<file path="src/scpg_map.svh">
`ifndef SCPG_MAP_SVH
`define SCPG_MAP_SVH

// word addresses in the cpu i/o space
`define SCPG_ADDR_CFG1          16'h1c1e
`define SCPG_ADDR_CFG2          16'h1c1f
`define SCPG_ADDR_CTL1          16'h1c20
`define SCPG_ADDR_CTL2          16'h1c21
`define SCPG_ADDR_CTL3          16'h1c22
`define SCPG_ADDR_CTL4          16'h1c23
`define SCPG_ADDR_PINSEL        16'h1c24

// clock_config_two fields
`define SCPG_CFG2_MODE_BIT      0
`define SCPG_CFG2_STRAP_BIT     2
`define SCPG_CFG2_SRC_LSB       4
`define SCPG_CFG2_SRC_MSB       5
// loop_control_one fields
`define SCPG_CTL1_CLEAR_BIT     15
`define SCPG_CTL1_STANDBY_BIT   13
`define SCPG_CTL1_POWER_BIT     12
`define SCPG_CTL1_MH_MSB        9
// loop_control_two fields
`define SCPG_CTL2_SKIP_BIT      15
`define SCPG_CTL2_ML_MSB        13
`define SCPG_CTL2_ML_LSB        12
`define SCPG_CTL2_RD_MSB        11
// loop_control_three fields
`define SCPG_CTL3_LOCK_BIT      3
`define SCPG_CTL3_RESET         16'h0806
// loop_control_four fields
`define SCPG_CTL4_EN_BIT        9
`define SCPG_CTL4_SKIP_BIT      8
`define SCPG_CTL4_OD_MSB        5
// clock_pin_source_select fields
`define SCPG_PINSEL_MSB         3
`define SCPG_PINSEL_RESET       4'hb

// arithmetic offsets of the dividers and the multiplier
`define SCPG_DIV_OFFSET         4
`define SCPG_MULT_OFFSET        14'h0004

// timing
`define SCPG_LOCK_TIME_US       4000
`define SCPG_CLK_PERIOD_NS      100
`define SCPG_LOCK_CYCLES \
  ((`SCPG_LOCK_TIME_US * 1000) / `SCPG_CLK_PERIOD_NS)

`endif

</file>
<file path="src/scpg_pkg.sv">
package scpg_pkg;
  // which source drives the system clock right now
  typedef enum logic {
    scpg_mode_bypass,
    scpg_mode_loop
  } scpg_mode_type;

  // one cpu i/o word
  typedef logic [15:0] scpg_word_type;
endpackage

</file>
<file path="src/scpg_tick_if.sv">
`timescale 1ns/1ps
`default_nettype none
// carries a tick stream, its ratio and its clear into a divider
interface scpg_tick_if #(
  parameter int W = 12
);
  logic         clr;      // hold divider cleared
  logic         tick_in;  // one-cycle input tick
  logic [W-1:0] ratio;    // ratio field, divides by ratio + offset
  logic         tick_out; // one-cycle output tick

  modport feed (output clr, output tick_in, output ratio, input tick_out);
  modport div  (input clr, input tick_in, input ratio, output tick_out);
endinterface
`default_nettype wire

</file>
<file path="src/scpg_top.sv">
//Contract
// - loop multiplies, divides and phase-locks reference
// - writing one selects loop output chain
// - writing zero returns to bypass once output and both sources are low
// - mode changes never glitch the system clock
// - bypass source is strap: external or rtc
// - multiplier is four high plus low plus four
// - reference skip bit bypasses reference divider
// - output enable clear bypasses both output stages
// - output skip only bypasses programmable divider
// - clear bit low holds generator flops cleared
// - standby bit parks loop, software keeps clear
// - power-off bit stops loop, power-up relocks
// - registers are 16-bit words at 1c1e-1c24
// - loop mode refused while loop powered down
// - output divider divides by ratio plus four
// - reference divider divides by ratio plus four
`include "scpg_map.svh"
`timescale 1ns/1ps
`default_nettype none
module scpg_top
  import scpg_pkg::*;
#(
  parameter int LOCK_CYCLES = `SCPG_LOCK_CYCLES,
  parameter int PW          = 24
) (
  input  wire logic          core_clk,
  input  wire logic          srst,
  input  wire logic [15:0]   io_addr,
  input  wire logic [15:0]   io_wdata,
  input  wire logic          io_wr,
  input  wire logic          io_rd,
  output var  scpg_word_type io_rdata,
  input  wire logic          external_clock_input,
  input  wire logic          rtc_clock,
  input  wire logic          clock_strap,
  output var  logic          system_clock,
  output var  logic          loop_output_clock,
  output var  logic          reference_clock,
  output var  logic          loop_locked,
  output var  logic          mode_active
);
  localparam int LW = $clog2(LOCK_CYCLES + 1);
  localparam logic [LW-1:0] LOCK_LAST = LW'(LOCK_CYCLES);

  // ---------------------------------------------------------------
  // register state
  // ---------------------------------------------------------------
  logic        mode_select_reg;  // software's mode request
  logic        clear_n_reg;      // flipflop_clear_n
  logic        standby_reg;      // loop standby
  logic        power_off_reg;    // loop_power_off
  logic [9:0]  mh_reg;           // multiplier_high_field
  logic        ref_skip_reg;     // ref_divider_skip
  logic [1:0]  ml_reg;           // multiplier_low_field
  logic [11:0] rd_ratio_reg;     // ref_divider_ratio
  logic [15:0] init_reg;         // initialization word, bit 3 unused
  logic        od_en_reg;        // output_division_enable
  logic        od_skip_reg;      // output_divider_skip
  logic [5:0]  od_ratio_reg;     // output_divider_ratio
  logic [3:0]  pinsel_reg;       // clock pin source select, stored only
  logic        strap_reg;        // strap caught during reset

  // ---------------------------------------------------------------
  // datapath state
  // ---------------------------------------------------------------
  logic [2:0]    pins_sync;        // synchronised pins
  logic          ext_level;        // external clock after two flops
  logic          rtc_level;        // rtc clock after two flops
  logic          src_level;        // strap-selected bypass source
  logic          src_prev_reg;     // for rising edge of the source
  logic          src_rise;         // input clock rising edge tick
  logic          ref_tick;         // reference clock tick
  logic          loop_run;         // loop powered, active, not cleared
  logic [LW-1:0] lock_cnt_reg;     // cycles since loop start
  logic          locked;           // lock time has passed
  logic [PW-1:0] per_cnt_reg;      // cycles since last reference tick
  logic [PW-1:0] period_reg;       // measured reference period
  logic [PW:0]   acc_reg;          // oscillator phase accumulator
  logic [PW:0]   acc_sum;          // accumulator plus multiplier
  logic [13:0]   mult;             // loop multiplier
  logic          loop_tick_reg;    // loop output clock tick
  logic          half_reg;         // fixed divide-by-2 phase
  logic          fin_tick_reg;     // tick at end of output chain
  logic          post_od_tick;     // tick entering the fixed stage
  scpg_mode_type active_mode_reg;  // source actually driving now
  scpg_mode_type target_mode;      // source software asked for
  logic          target_level;     // level target would drive next
  logic          cur_level;        // level the active source drives now
  scpg_word_type rdata_next;       // read mux

  scpg_tick_if #(.W(12)) ref_if ();
  scpg_tick_if #(.W(6))  od_if  ();

  // ---------------------------------------------------------------
  // pin inputs: two flops before anything reads them
  // ---------------------------------------------------------------
  // sync keeps running through reset so the strap is valid when caught
  scpg_sync #(.W(3)) u_sync (
    .core_clk (core_clk),
    .srst     (1'b0),
    .pin_in   ({clock_strap, rtc_clock, external_clock_input}),
    .pin_sync (pins_sync)
  );

  assign ext_level = pins_sync[0];
  assign rtc_level = pins_sync[1];

  // strap is static; caught while reset is held so it never moves
  always_ff @(posedge core_clk) begin
    if (srst) begin
      strap_reg <= pins_sync[2];
    end
  end

  // bypass source: external clock on strap high, else rtc
  assign src_level = strap_reg ? ext_level : rtc_level;

  // edge of the input clock, used as reference tick; reset high so a
  // source already high at release gives no false edge
  always_ff @(posedge core_clk) begin
    if (srst) begin
      src_prev_reg <= 1'b1;
    end else begin
      src_prev_reg <= src_level;
    end
  end

  assign src_rise = src_level & ~src_prev_reg;

  // ---------------------------------------------------------------
  // register writes
  // ---------------------------------------------------------------
  // mode select: a request for loop mode is dropped while powered off
  always_ff @(posedge core_clk) begin
    if (srst) begin
      mode_select_reg <= 1'b0;
    end else if (io_wr && io_addr == `SCPG_ADDR_CFG2) begin
      if (!io_wdata[`SCPG_CFG2_MODE_BIT]) begin
        mode_select_reg <= 1'b0;
      end else if (!power_off_reg) begin
        mode_select_reg <= 1'b1;
      end // else refused, select keeps its value
    end
  end

  // loop_control_one: clear, standby, power, high multiplier
  always_ff @(posedge core_clk) begin
    if (srst) begin
      clear_n_reg   <= 1'b0;
      standby_reg   <= 1'b1;
      power_off_reg <= 1'b0;
      mh_reg        <= '0;
    end else if (io_wr && io_addr == `SCPG_ADDR_CTL1) begin
      clear_n_reg   <= io_wdata[`SCPG_CTL1_CLEAR_BIT];
      standby_reg   <= io_wdata[`SCPG_CTL1_STANDBY_BIT];
      power_off_reg <= io_wdata[`SCPG_CTL1_POWER_BIT];
      mh_reg        <= io_wdata[`SCPG_CTL1_MH_MSB:0];
    end
  end

  // loop_control_two: reference skip, low multiplier, ref ratio
  always_ff @(posedge core_clk) begin
    if (srst) begin
      ref_skip_reg <= 1'b0;
      ml_reg       <= '0;
      rd_ratio_reg <= '0;
    end else if (io_wr && io_addr == `SCPG_ADDR_CTL2) begin
      ref_skip_reg <= io_wdata[`SCPG_CTL2_SKIP_BIT];
      ml_reg       <= io_wdata[`SCPG_CTL2_ML_MSB:`SCPG_CTL2_ML_LSB];
      rd_ratio_reg <= io_wdata[`SCPG_CTL2_RD_MSB:0];
    end
  end

  // loop_control_three: initialization word, kept as written
  always_ff @(posedge core_clk) begin
    if (srst) begin
      init_reg <= `SCPG_CTL3_RESET;
    end else if (io_wr && io_addr == `SCPG_ADDR_CTL3) begin
      init_reg <= io_wdata;
    end
  end

  // loop_control_four: output stage controls
  always_ff @(posedge core_clk) begin
    if (srst) begin
      od_en_reg    <= 1'b0;
      od_skip_reg  <= 1'b0;
      od_ratio_reg <= '0;
    end else if (io_wr && io_addr == `SCPG_ADDR_CTL4) begin
      od_en_reg    <= io_wdata[`SCPG_CTL4_EN_BIT];
      od_skip_reg  <= io_wdata[`SCPG_CTL4_SKIP_BIT];
      od_ratio_reg <= io_wdata[`SCPG_CTL4_OD_MSB:0];
    end
  end

  // pin source select: stored for software, drives nothing here
  always_ff @(posedge core_clk) begin
    if (srst) begin
      pinsel_reg <= `SCPG_PINSEL_RESET;
    end else if (io_wr && io_addr == `SCPG_ADDR_PINSEL) begin
      pinsel_reg <= io_wdata[`SCPG_PINSEL_MSB:0];
    end
  end

  // ---------------------------------------------------------------
  // register reads; unlisted addresses read zero
  // ---------------------------------------------------------------
  always_comb begin
    rdata_next = '0;
    case (io_addr)
      `SCPG_ADDR_CFG2: begin
        rdata_next[`SCPG_CFG2_MODE_BIT]  = mode_select_reg;
        rdata_next[`SCPG_CFG2_STRAP_BIT] = strap_reg;
        rdata_next[`SCPG_CFG2_SRC_MSB:`SCPG_CFG2_SRC_LSB] =
          {strap_reg, active_mode_reg == scpg_mode_loop};
      end
      `SCPG_ADDR_CTL1: begin
        rdata_next[`SCPG_CTL1_CLEAR_BIT]   = clear_n_reg;
        rdata_next[`SCPG_CTL1_STANDBY_BIT] = standby_reg;
        rdata_next[`SCPG_CTL1_POWER_BIT]   = power_off_reg;
        rdata_next[`SCPG_CTL1_MH_MSB:0]    = mh_reg;
      end
      `SCPG_ADDR_CTL2: begin
        rdata_next[`SCPG_CTL2_SKIP_BIT] = ref_skip_reg;
        rdata_next[`SCPG_CTL2_ML_MSB:`SCPG_CTL2_ML_LSB] = ml_reg;
        rdata_next[`SCPG_CTL2_RD_MSB:0] = rd_ratio_reg;
      end
      `SCPG_ADDR_CTL3: begin
        rdata_next = init_reg;
        rdata_next[`SCPG_CTL3_LOCK_BIT] = locked; // live lock status
      end
      `SCPG_ADDR_CTL4: begin
        rdata_next[`SCPG_CTL4_EN_BIT]   = od_en_reg;
        rdata_next[`SCPG_CTL4_SKIP_BIT] = od_skip_reg;
        rdata_next[`SCPG_CTL4_OD_MSB:0] = od_ratio_reg;
      end
      `SCPG_ADDR_PINSEL: begin
        rdata_next[`SCPG_PINSEL_MSB:0] = pinsel_reg;
      end
      default: begin
        rdata_next = '0; // reserved word reads zero
      end
    endcase
  end

  // read data is registered and holds until the next read
  always_ff @(posedge core_clk) begin
    if (srst) begin
      io_rdata <= '0;
    end else if (io_rd) begin
      io_rdata <= rdata_next;
    end
  end

  // ---------------------------------------------------------------
  // reference divider
  // ---------------------------------------------------------------
  assign ref_if.clr     = ~clear_n_reg;
  assign ref_if.tick_in = src_rise;
  assign ref_if.ratio   = rd_ratio_reg;

  scpg_tick_div #(.W(12), .OFFSET(`SCPG_DIV_OFFSET)) u_ref_div (
    .core_clk (core_clk),
    .srst     (srst),
    .bus      (ref_if)
  );

  // skip bit takes the input clock straight as reference
  assign ref_tick = ref_skip_reg ? src_rise : ref_if.tick_out;

  // ---------------------------------------------------------------
  // loop model: lock timer and phase-aligned oscillator
  // ---------------------------------------------------------------
  // standby or power-off stops the loop; cleared flops too
  assign loop_run = ~power_off_reg & ~standby_reg & clear_n_reg;

  // lock time restarts whenever the loop is (re)started
  always_ff @(posedge core_clk) begin
    if (srst || !loop_run) begin
      lock_cnt_reg <= '0;
    end else if (lock_cnt_reg != LOCK_LAST) begin
      lock_cnt_reg <= lock_cnt_reg + 1'b1;
    end
  end

  assign locked = (lock_cnt_reg == LOCK_LAST);

  // four times high field plus low field plus four
  assign mult    = {2'b00, mh_reg, ml_reg} + `SCPG_MULT_OFFSET;
  assign acc_sum = acc_reg + {{(PW + 1 - 14){1'b0}}, mult};

  // measure the reference period in core cycles, saturating
  always_ff @(posedge core_clk) begin
    if (srst || !loop_run) begin
      per_cnt_reg <= '0;
      period_reg  <= '0;
    end else if (ref_tick) begin
      per_cnt_reg <= '0;
      period_reg  <= per_cnt_reg + 1'b1;
    end else if (per_cnt_reg != '1) begin
      per_cnt_reg <= per_cnt_reg + 1'b1;
    end
  end

  // oscillator emits mult ticks per reference period; each
  // reference tick restarts its phase, which keeps it locked.
  // limitation: at most one tick per core cycle
  always_ff @(posedge core_clk) begin
    if (srst || !loop_run || period_reg == '0) begin
      acc_reg       <= '0;
      loop_tick_reg <= 1'b0;
    end else if (ref_tick) begin
      acc_reg       <= '0;
      loop_tick_reg <= 1'b1;
    end else if (acc_sum >= {1'b0, period_reg}) begin
      loop_tick_reg <= 1'b1;
      if (acc_sum - {1'b0, period_reg} >= {1'b0, period_reg}) begin
        acc_reg <= {1'b0, period_reg} - 1'b1; // overrun, saturate
      end else begin
        acc_reg <= acc_sum - {1'b0, period_reg};
      end
    end else begin
      loop_tick_reg <= 1'b0;
      acc_reg       <= acc_sum;
    end
  end

  // ---------------------------------------------------------------
  // output dividers
  // ---------------------------------------------------------------
  assign od_if.clr     = ~clear_n_reg;
  assign od_if.tick_in = loop_tick_reg;
  assign od_if.ratio   = od_ratio_reg;

  scpg_tick_div #(.W(6), .OFFSET(`SCPG_DIV_OFFSET)) u_out_div (
    .core_clk (core_clk),
    .srst     (srst),
    .bus      (od_if)
  );

  // skip picks the raw loop tick ahead of the fixed stage
  assign post_od_tick = od_skip_reg ? loop_tick_reg : od_if.tick_out;

  // fixed divide-by-2 and the enable that bypasses both stages
  always_ff @(posedge core_clk) begin
    if (srst || !clear_n_reg) begin
      half_reg     <= 1'b0;
      fin_tick_reg <= 1'b0;
    end else if (!od_en_reg) begin
      half_reg     <= 1'b0;
      fin_tick_reg <= loop_tick_reg;
    end else begin
      if (post_od_tick) begin
        half_reg <= ~half_reg;
      end
      fin_tick_reg <= post_od_tick & half_reg;
    end
  end

  // ---------------------------------------------------------------
  // glitch-free mode switch
  // ---------------------------------------------------------------
  assign target_mode  = mode_select_reg ? scpg_mode_loop : scpg_mode_bypass;
  assign target_level = (target_mode == scpg_mode_loop) ? fin_tick_reg
                                                        : src_level;
  assign cur_level    = (active_mode_reg == scpg_mode_loop) ? fin_tick_reg
                                                            : src_level;

  // hand over only while the output, the old source about to be shown
  // and the new source are all low, so no runt pulse can appear;
  // costs at most one low phase of latency
  always_ff @(posedge core_clk) begin
    if (srst) begin
      active_mode_reg <= scpg_mode_bypass;
    end else begin
      case (active_mode_reg)
        scpg_mode_bypass: begin
          if (target_mode == scpg_mode_loop && !system_clock
              && !cur_level && !target_level) begin
            active_mode_reg <= scpg_mode_loop;
          end
        end
        scpg_mode_loop: begin
          if (target_mode == scpg_mode_bypass && !system_clock
              && !cur_level && !target_level) begin
            active_mode_reg <= scpg_mode_bypass;
          end
        end
        default: begin
          active_mode_reg <= scpg_mode_bypass;
        end
      endcase
    end
  end

  // registered outputs
  always_ff @(posedge core_clk) begin
    if (srst) begin
      system_clock      <= 1'b0;
      loop_output_clock <= 1'b0;
      reference_clock   <= 1'b0;
      loop_locked       <= 1'b0;
      mode_active       <= 1'b0;
    end else begin
      system_clock      <= cur_level;
      loop_output_clock <= loop_tick_reg;
      reference_clock   <= ref_tick;
      loop_locked       <= locked;
      mode_active       <= (active_mode_reg == scpg_mode_loop);
    end
  end
endmodule
`default_nettype wire

</file>
<file path="src/scpg_sync.sv">
`timescale 1ns/1ps
`default_nettype none
// two-flop synchroniser for pin levels
module scpg_sync #(
  parameter int W = 3
) (
  input  wire logic         core_clk,
  input  wire logic         srst,
  input  wire logic [W-1:0] pin_in,
  output var  logic [W-1:0] pin_sync
);
  logic [W-1:0] meta_reg; // first stage, read only by the second

  // second stage is the only reader of the first
  always_ff @(posedge core_clk) begin
    if (srst) begin
      meta_reg <= '0;
      pin_sync <= '0;
    end else begin
      meta_reg <= pin_in;
      pin_sync <= meta_reg;
    end
  end
endmodule
`default_nettype wire

</file>
<file path="src/scpg_tick_div.sv">
`timescale 1ns/1ps
`default_nettype none
// programmable tick divider: one output tick per (ratio + offset) inputs
module scpg_tick_div #(
  parameter int W      = 12,
  parameter int OFFSET = 4
) (
  input  wire logic core_clk,
  input  wire logic srst,
  scpg_tick_if.div  bus
);
  localparam logic [W:0] LAST_ADD = (W+1)'(OFFSET - 1);

  logic [W:0] count_reg; // input ticks seen in this period
  logic       tick_reg;  // registered output tick

  assign bus.tick_out = tick_reg;

  // count input ticks; clear holds the count at zero
  always_ff @(posedge core_clk) begin
    if (srst || bus.clr) begin
      count_reg <= '0;
      tick_reg  <= 1'b0;
    end else begin
      tick_reg <= 1'b0;
      if (bus.tick_in) begin
        if (count_reg == {1'b0, bus.ratio} + LAST_ADD) begin
          count_reg <= '0;
          tick_reg  <= 1'b1;
        end else begin
          count_reg <= count_reg + 1'b1;
        end
      end
    end
  end
endmodule
`default_nettype wire

</file>
<file path="config.mk">
export PLATFORM = sky130hd
export DESIGN_NAME = scpg_top
export DESIGN_NICKNAME = d
export VERILOG_FILES = /design/src/scpg_pkg.sv /design/src/scpg_tick_if.sv /design/src/scpg_top.sv /design/src/scpg_sync.sv /design/src/scpg_tick_div.sv
export VERILOG_INCLUDE_DIRS = /design/src /design/src/src
export SDC_FILE = /design/constraint.sdc
export NUM_CORES = 1
export LEC_CHECK = 0
export ABC_CLOCK_PERIOD_IN_PS = 11800
export BUFFER_PORTS_ARGS = -buffer_cell sky130_fd_sc_hd__buf_2
export CAP_MARGIN = 20
export CORE_ASPECT_RATIO = 0.7
export CORE_MARGIN = 2
export CORE_UTILIZATION = 40
export CTS_CLUSTER_DIAMETER = 200
export DETAILED_ROUTE_END_ITERATION = 8
export PLACE_DENSITY_LB_ADDON = 0.12
export SETUP_SLACK_MARGIN = 0.5
export SYNTH_ARGS = -nofsm -noshare
export SYNTH_HDL_FRONTEND = slang
export SYNTH_SLANG_ARGS = --single-unit
</file>
<file path="constraint.sdc">
create_clock -name core_clk -period 11.8 [get_ports core_clk]
set_input_delay 1.18 -clock core_clk [delete_from_list [all_inputs] [get_ports core_clk]]
set_output_delay 1.18 -clock core_clk [all_outputs]
set_load 0.005 [all_outputs]
</file>
# --- Word-level counts from Yosys, hierarchy flattened ---
# Cells that the tools add are included.
totals:
  output_inout_bits: 21
  latchBits: 0
  rom_bits: 0
  word_cells: 132
  inputBits: 39
  ff_bits: 201
  ram_bits: 0
  mem_count: 0
classes:
  multipliers: 0
  n_addsub: 10
  n_lt_le_gt_ge: 2
  div: 0
  reduce_logical: 28
  shifts: 0
  muxes: 31
  bitwise_logic: 14
  eq_ne: 12
ops:
  columns: ["op", "count"]
  rows:
  - ["$eq A16 B13 Y1 const B", 6]
  - ["$ge A25 B24 Y1", 2]
  - ["$mux W25", 2]
  - ["$add A25 B13 Y25", 1]
  - ["$sub A24 B1 Y25 const B", 1]
  - ["$sub A25 B24 Y25", 1]
  - ["$add A24 B1 Y24 const B", 1]
  - ["$logic_not A24 Y1", 1]
  - ["$ne A24 B24 Y1 const B", 1]
  - ["$add A16 B1 Y16 const B", 1]
  - ["$eq A16 B16 Y1 const B", 1]
  - ["$mux W1", 16]
  - ["$ne A16 B16 Y1 const B", 1]
  - ["$add A12 B2 Y13 const B", 1]
  - ["$add A12 B3 Y13 const B", 1]
  - ["$add A13 B1 Y13 const B", 1]
  - ["$eq A13 B13 Y1", 1]
  - ["$mux W13", 1]
  - ["$logic_and A1 B1 Y1", 12]
  - ["$pmux W1 S6", 2]
  - ["$pmux W2 S3", 2]
  - ["$not A1 Y1", 10]
  - ["$pmux W1 S5", 2]
  - ["$pmux W2 S5", 1]
  - ["14 further kinds", 28]

# --- Depth between registers and ports, before layout ---
logic_depth:
  ltp_word: 7
  ltp_mapped: 29
  ltp_nobuf: 28

# --- Hierarchy ---
# A second synthesis with hierarchy kept.
hier_totals:
  cells_unflattened: 1526
  area_unflattened_um2: 12438.2
modules_own_cells:
  columns: ["module", "cells_per_inst", "seq_area_each_um2", "area_per_inst_um2", "instances"]
  rows:
  - ["scpg_top", 1312, 3453.3, 10516.3, 1]
  - ["scpg_tick_div (u_ref_div)", 135, 280.3, 1186.1, 1]
  - ["scpg_tick_div (u_out_div)", 67, 160.2, 578.1, 1]
  - ["scpg_sync", 12, 120.1, 157.7, 1]

# --- Worst setup path after synthesis ---
# No wires, ideal clock.
synth_path:
  path_kind: "register -> register"
  startpoint: "register ml_reg[1]"
  endpoint: "register acc_reg[4]"
  path_stages_with_launch: 28
  period_less_slack_ns: 5.976
  t_required_ns: 11.738
  t_arrival_ns: 5.914
  n_path_buf: 0
  slack_ns: 5.824
  setup_ns: 0.062
  path_cell_list: "dfxtp_1 ha_1 ha_1 fa_1 a21oi_1 o21ai_0 o211a_1 o31ai_1 and2_1 nor2_1 xor2_1 ha_1 a22oi_1 nand2_1 or3_1 o211a_1 nor3_1 o21ai_0 a2111oi_0 nor2_1 ha_1 nand3_1 nor4_1 a221oi_1 o21ai_0 nor2_4 or4_1 nand3_1"
synth_via:
  elab_chain_len: 6
  word_cells_on_any_way: 7
  classes_between: "3 x add/sub; 2 x order compare; 2 x mux"
synth_rtl:
  columns: ["element", "line", "text"]
  rows:
  - ["start: declaration", "scpg_top.sv:55", "logic [1:0] ml_reg;"]
  - ["start signal: assignment", "scpg_top.sv:170", "ml_reg <= io_wdata[`SCPG_CTL2_ML_MSB:`SCPG_CTL2_ML_LSB];"]
  - ["$add A12 B3 Y13 (no source line) (*)", null, null]
  - ["$add A25 B13 Y25 (*)", "scpg_top.sv:291", "assign acc_sum = acc_reg + {{(PW + 1 - 14){1'b0}}, mult};"]
  - ["$sub A25 B24 Y25", "scpg_top.sv:318, scpg_top.sv:321", null]
  - ["$ge A25 B24 Y1", "scpg_top.sv:318", "if (acc_sum - {1'b0, period_reg} >= {1'b0, period_reg}) begin"]
  - ["$mux W25", "scpg_top.sv:318", null]
  - ["$mux W25 (*)", "scpg_top.sv:316", "end else if (acc_sum >= {1'b0, period_reg}) begin"]
  - ["end signal: assignment", "scpg_top.sv:319", "acc_reg <= {1'b0, period_reg} - 1'b1;"]
  - ["end signal: assignment", "scpg_top.sv:321", "acc_reg <= acc_sum - {1'b0, period_reg};"]
  - ["end signal: assignment", "scpg_top.sv:325", "acc_reg <= acc_sum;"]
  - ["end: declaration", "scpg_top.sv:79", "logic [PW:0] acc_reg;"]
# Mark *: on every way between the ends. The rest lies on a longest branch, timed or not.
# A chain may end at the register's enable or synchronous reset.

# --- Worst setup path in the final report ---
layout_path:
  startpoint: "register ml_reg[1]"
  endpoint: "register acc_reg[5]"
# Same word-level chain as after synthesis.

==> flow_results.xml <==
<?xml version="1.0" encoding="UTF-8"?>
<metrics>
  <group name="place">
    <metric name="gp_congestion" unit="">0.911</metric>
    <metric name="post-dp-hpwl" unit="mm">24.5</metric>
    <metric name="place_inst" unit="">1818</metric>
    <metric name="portBuffers" unit="">59</metric>
    <metric name="place_area" unit="mm²">0.0124</metric>
    <metric name="pre_cts_ws" unit="ns">4.66</metric>
  </group>
  <group name="setup_path">
    <metric name="crit_type" unit="">reg2reg</metric>
    <metric name="worst_ep_required_time" unit="ns">12.19</metric>
    <metric name="data_arrival_time_of_the_critical_path" unit="ns">7.69</metric>
    <metric name="worstSetupStartpointType" unit="">flop</metric>
    <metric name="timing.critical_path.slowest_stage_cell" unit="">sky130_fd_sc_hd__nand2_1</metric>
    <metric name="end_kind" unit="">flop</metric>
    <metric name="cp_common_cell" unit="">sky130_fd_sc_hd__ha_1</metric>
    <metric name="timing.critical_path.fanout_max" unit="">21</metric>
    <metric name="critPathMaxStageDelay" unit="ns">0.57</metric>
  </group>
  <group name="sta">
    <metric name="setup-tns-final" unit="ns">0</metric>
    <metric name="timing.final.crit_share" unit="%">61.9</metric>
    <metric name="hold_slack" unit="ns">0.331</metric>
    <metric name="grt_setup_unrepaired" unit="">no</metric>
    <metric name="finClkSkew" unit="ns">0.0127</metric>
    <metric name="final_critical_path_time_including_i_o_delays_and_setup" unit="ns">7.30</metric>
    <metric name="max_freq" unit="GHz">0.137</metric>
    <metric name="maxSlewHeadroom" unit="%">33.9</metric>
    <metric name="final_critical_path_setup_slack" unit="ns">4.50</metric>
    <metric name="slew_violations" unit="">0</metric>
    <metric name="setup_violations" unit="">0</metric>
    <metric name="max_slew.worst_pin.slew" unit="ns">0.988</metric>
    <metric name="final_hold_viol_count" unit="">0</metric>
  </group>
  <group name="finish">
    <metric name="area_of_the_multi_input_gates" unit="mm²">0.00736</metric>
    <metric name="antenna_diode_instance_count" unit="">0</metric>
    <metric name="largest_reg_flops" unit="">25</metric>
    <metric name="final_layout_size_suffix_gt1_share" unit="%">8.42</metric>
    <metric name="finalCoreUtilization" unit="%">44.7</metric>
    <metric name="area.growth.synth_to_final" unit="%">9.81</metric>
    <metric name="final_nets" unit="">1580</metric>
    <metric name="final_std_cells_w_o_fill" unit="">1850</metric>
    <metric name="seqCellArea" unit="mm²">0.00401</metric>
    <metric name="num-fill-cells" unit="">2840</metric>
    <metric name="stdcell_area" unit="mm²">0.0130</metric>
  </group>
  <group name="clock_network">
    <metric name="cts.repair_timing.setup_buffer_count" unit="">0</metric>
    <metric name="cts_resized" unit="">0</metric>
    <metric name="cts-root-to-sink-buffers" unit="">2</metric>
    <metric name="clock_net_sink_count" unit="">200</metric>
    <metric name="clockRootBuffer" unit="">sky130_fd_sc_hd__clkbuf_16</metric>
    <metric name="cts_htree_levels" unit="">4</metric>
    <metric name="clock_insertion_delay_worst_skew" unit="ns">0.46</metric>
    <metric name="cts_buffers" unit="">17</metric>
    <metric name="hold_bufs_at_cts" unit="">0</metric>
    <metric name="clkSlewWorstSetupHoldPaths" unit="ns">0.08</metric>
    <metric name="tritoncts" unit="">done</metric>
  </group>
  <group name="status">
    <metric name="run_status" unit="">finished clean</metric>
  </group>
  <group name="logic_synthesis">
    <metric name="synth.top_cells.by_count" unit="">199 x sky130_fd_sc_hd__dfxtp_1, 166 x sky130_fd_sc_hd__nand2_1, 157 x sky130_fd_sc_hd__nor2_1, 120 x sky130_fd_sc_hd__a21oi_1, 89 x sky130_fd_sc_hd__xnor2_1</metric>
    <metric name="synth_top_cell_area_share" unit="%">33.7</metric>
    <metric name="yosysWarningCount" unit="">0</metric>
    <metric name="yosys.cell_count.top_type" unit="">sky130_fd_sc_hd__dfxtp_1</metric>
    <metric name="synth_enable_flop_cells" unit="">1</metric>
    <metric name="postSynthNetCount" unit="">1559</metric>
    <metric name="syn-mean-instance-area" unit="µm²">8.22</metric>
    <metric name="synth-seq-area-share" unit="%">34.0</metric>
    <metric name="synth_area_leaders" unit="">sky130_fd_sc_hd__dfxtp_1 34%, sky130_fd_sc_hd__ha_1 8.5%, sky130_fd_sc_hd__xnor2_1 6.6%, sky130_fd_sc_hd__nand2_1 5.3%, sky130_fd_sc_hd__a21oi_1 5.1%</metric>
    <metric name="postSynthRegisterBits" unit="">200</metric>
    <metric name="synth_area_leader_cell" unit="">sky130_fd_sc_hd__dfxtp_1</metric>
    <metric name="dominantRegCellSynth" unit="">sky130_fd_sc_hd__dfxtp_1</metric>
    <metric name="syn_area" unit="mm²">0.0118</metric>
    <metric name="synth_cell_types" unit="">78</metric>
    <metric name="async_flop_share" unit="%">0</metric>
    <metric name="syn-instance-count" unit="">1438</metric>
  </group>
  <group name="floorplan">
    <metric name="die_width" unit="µm">209</metric>
    <metric name="placementRows" unit="">52</metric>
    <metric name="floorplan.initialDensity" unit="%">40.7</metric>
    <metric name="die_height" unit="µm">148</metric>
    <metric name="die_area" unit="mm²">0.0310</metric>
    <metric name="fp.coreArea" unit="mm²">0.0290</metric>
    <metric name="floorplan.io_pins" unit="">60</metric>
  </group>
  <group name="global_route">
    <metric name="grt-ovfl-total" unit="">0</metric>
    <metric name="first_global_vias" unit="">9064</metric>
    <metric name="grt_pass1_wl" unit="mm">51.8</metric>
    <metric name="grt_antenna_before_repair" unit="">0</metric>
    <metric name="grt.total_usage" unit="%">21.6</metric>
    <metric name="grt_max_degree" unit="">83</metric>
  </group>
  <group name="routing">
    <metric name="detail_route.first_pass.iterations" unit="">5</metric>
    <metric name="post_drt_wl_per_cell" unit="µm">17.8</metric>
    <metric name="vias" unit="">10200</metric>
    <metric name="drc_errors" unit="">0</metric>
    <metric name="first_iter_violations" unit="">991</metric>
    <metric name="routed_wl" unit="mm">32.8</metric>
    <metric name="ant_nets" unit="">0</metric>
    <metric name="vias_per_cell" unit="">5.50</metric>
  </group>
  <group name="hold_path">
    <metric name="min-delay-path-class" unit="">reg2reg</metric>
  </group>
  <group name="pwr">
    <metric name="total_power" unit="mW">1.31</metric>
    <metric name="power.static_leakage" unit="nW">5.07</metric>
    <metric name="power_frac_comb" unit="%">2.4</metric>
    <metric name="seq_power_share" unit="%">51.7</metric>
    <metric name="switching_share" unit="%">23.6</metric>
    <metric name="power_per_cell_area" unit="mW/mm²">101</metric>
    <metric name="vdd_ir_drop_max" unit="µV">86.8</metric>
    <metric name="share_clk_of_total_power" unit="%">46.0</metric>
    <metric name="power.internal" unit="mW">1.00</metric>
    <metric name="switching_power" unit="mW">0.310</metric>
  </group>
  <group name="flow_run">
    <metric name="maxCapViolCount" unit="">0</metric>
  </group>
</metrics>
cells by family after synthesis:
group	share of synthesized area [%]
AO/OA/AOI/OAI	15.8
XOR/XNOR	10.5
adder cells (fa/ha/maj)	8.81
buffers and inverters	3.81
flip-flops	34.0
multiplexers	4.51
other	0.0317
AND/OR/NAND/NOR	22.6
layout make-up:
cell class                      count  area share, %
Clock buffer                       19           3.58
Clock inverter                     13           1.03
Inverter                           53           1.53
Multi-Input combinational cell   1122           56.7
Sequential cell                   200           30.9
Tap cell                          378           3.64
Timing Repair Buffer               65           2.62
layout by cell type (no fill, tap or decap), drive strengths merged, types with 9 or more instances in the layout:
master  instances
mux2i          33
nand3          67
a211oi         32
nand2b         17
nand2         166
nor2          161
nor2b          13
nand3b         10
dfxtp         199
nor4           17
xor2           49
ha             80
a21o            9
o21ai          50
or3            10
inv            58
xnor2          90
clkbuf         19
and3           22
nand4          38
buf            65
nor3           17
a21oi         121
critical path: cells and delay by family (launching register included):
kind / cells / cell delay [ns]
AOI/OAI and AO/OA: 12 / 3.00
DFF: 1 / 0.34
and+or+nand+nor: 8 / 2.10
adders and majority gates: 5 / 1.58
xor gates and xnor gates: 1 / 0.20
final timing paths:
kind,cells past startpoint,startpoint,end,slack [ns]
hold / removal,0,u_sync.meta_reg[0]$_DFF_P_,u_sync.pin_sync[0]$_DFF_P_,0.33
setup / recovery,26,ml_reg[1]$_SDFFE_PP0P_,acc_reg[5]$_SDFF_PP0_,4.50
hold reg to reg,0,u_sync.meta_reg[0]$_DFF_P_,u_sync.pin_sync[0]$_DFF_P_,0.33
setup reg to reg,26,ml_reg[1]$_SDFFE_PP0P_,acc_reg[5]$_SDFF_PP0_,4.50
layer usage:
metal | part of all wire (%) | GRT usage, %
met1 | 55 | 35.4
met2 | 37 | 26.7
met3 | 8.0 | 5.71
met4 | 0.77 | 4.65
met5 | 0 | 0
power by group through the flow:
stage / sequential [mW] / clock, mW / combinational, mW
floorplan: 0.695 / 0 / 0.0158
global placement: 0.695 / 0 / 0.0310
detailed placement: 0.695 / 0 / 0.0310
CTS: 0.679 / 0.620 / 0.0310
global route: 0.680 / 0.649 / 0.0333
finish: 0.679 / 0.604 / 0.0311
Power figures use the tool's default switching activity.
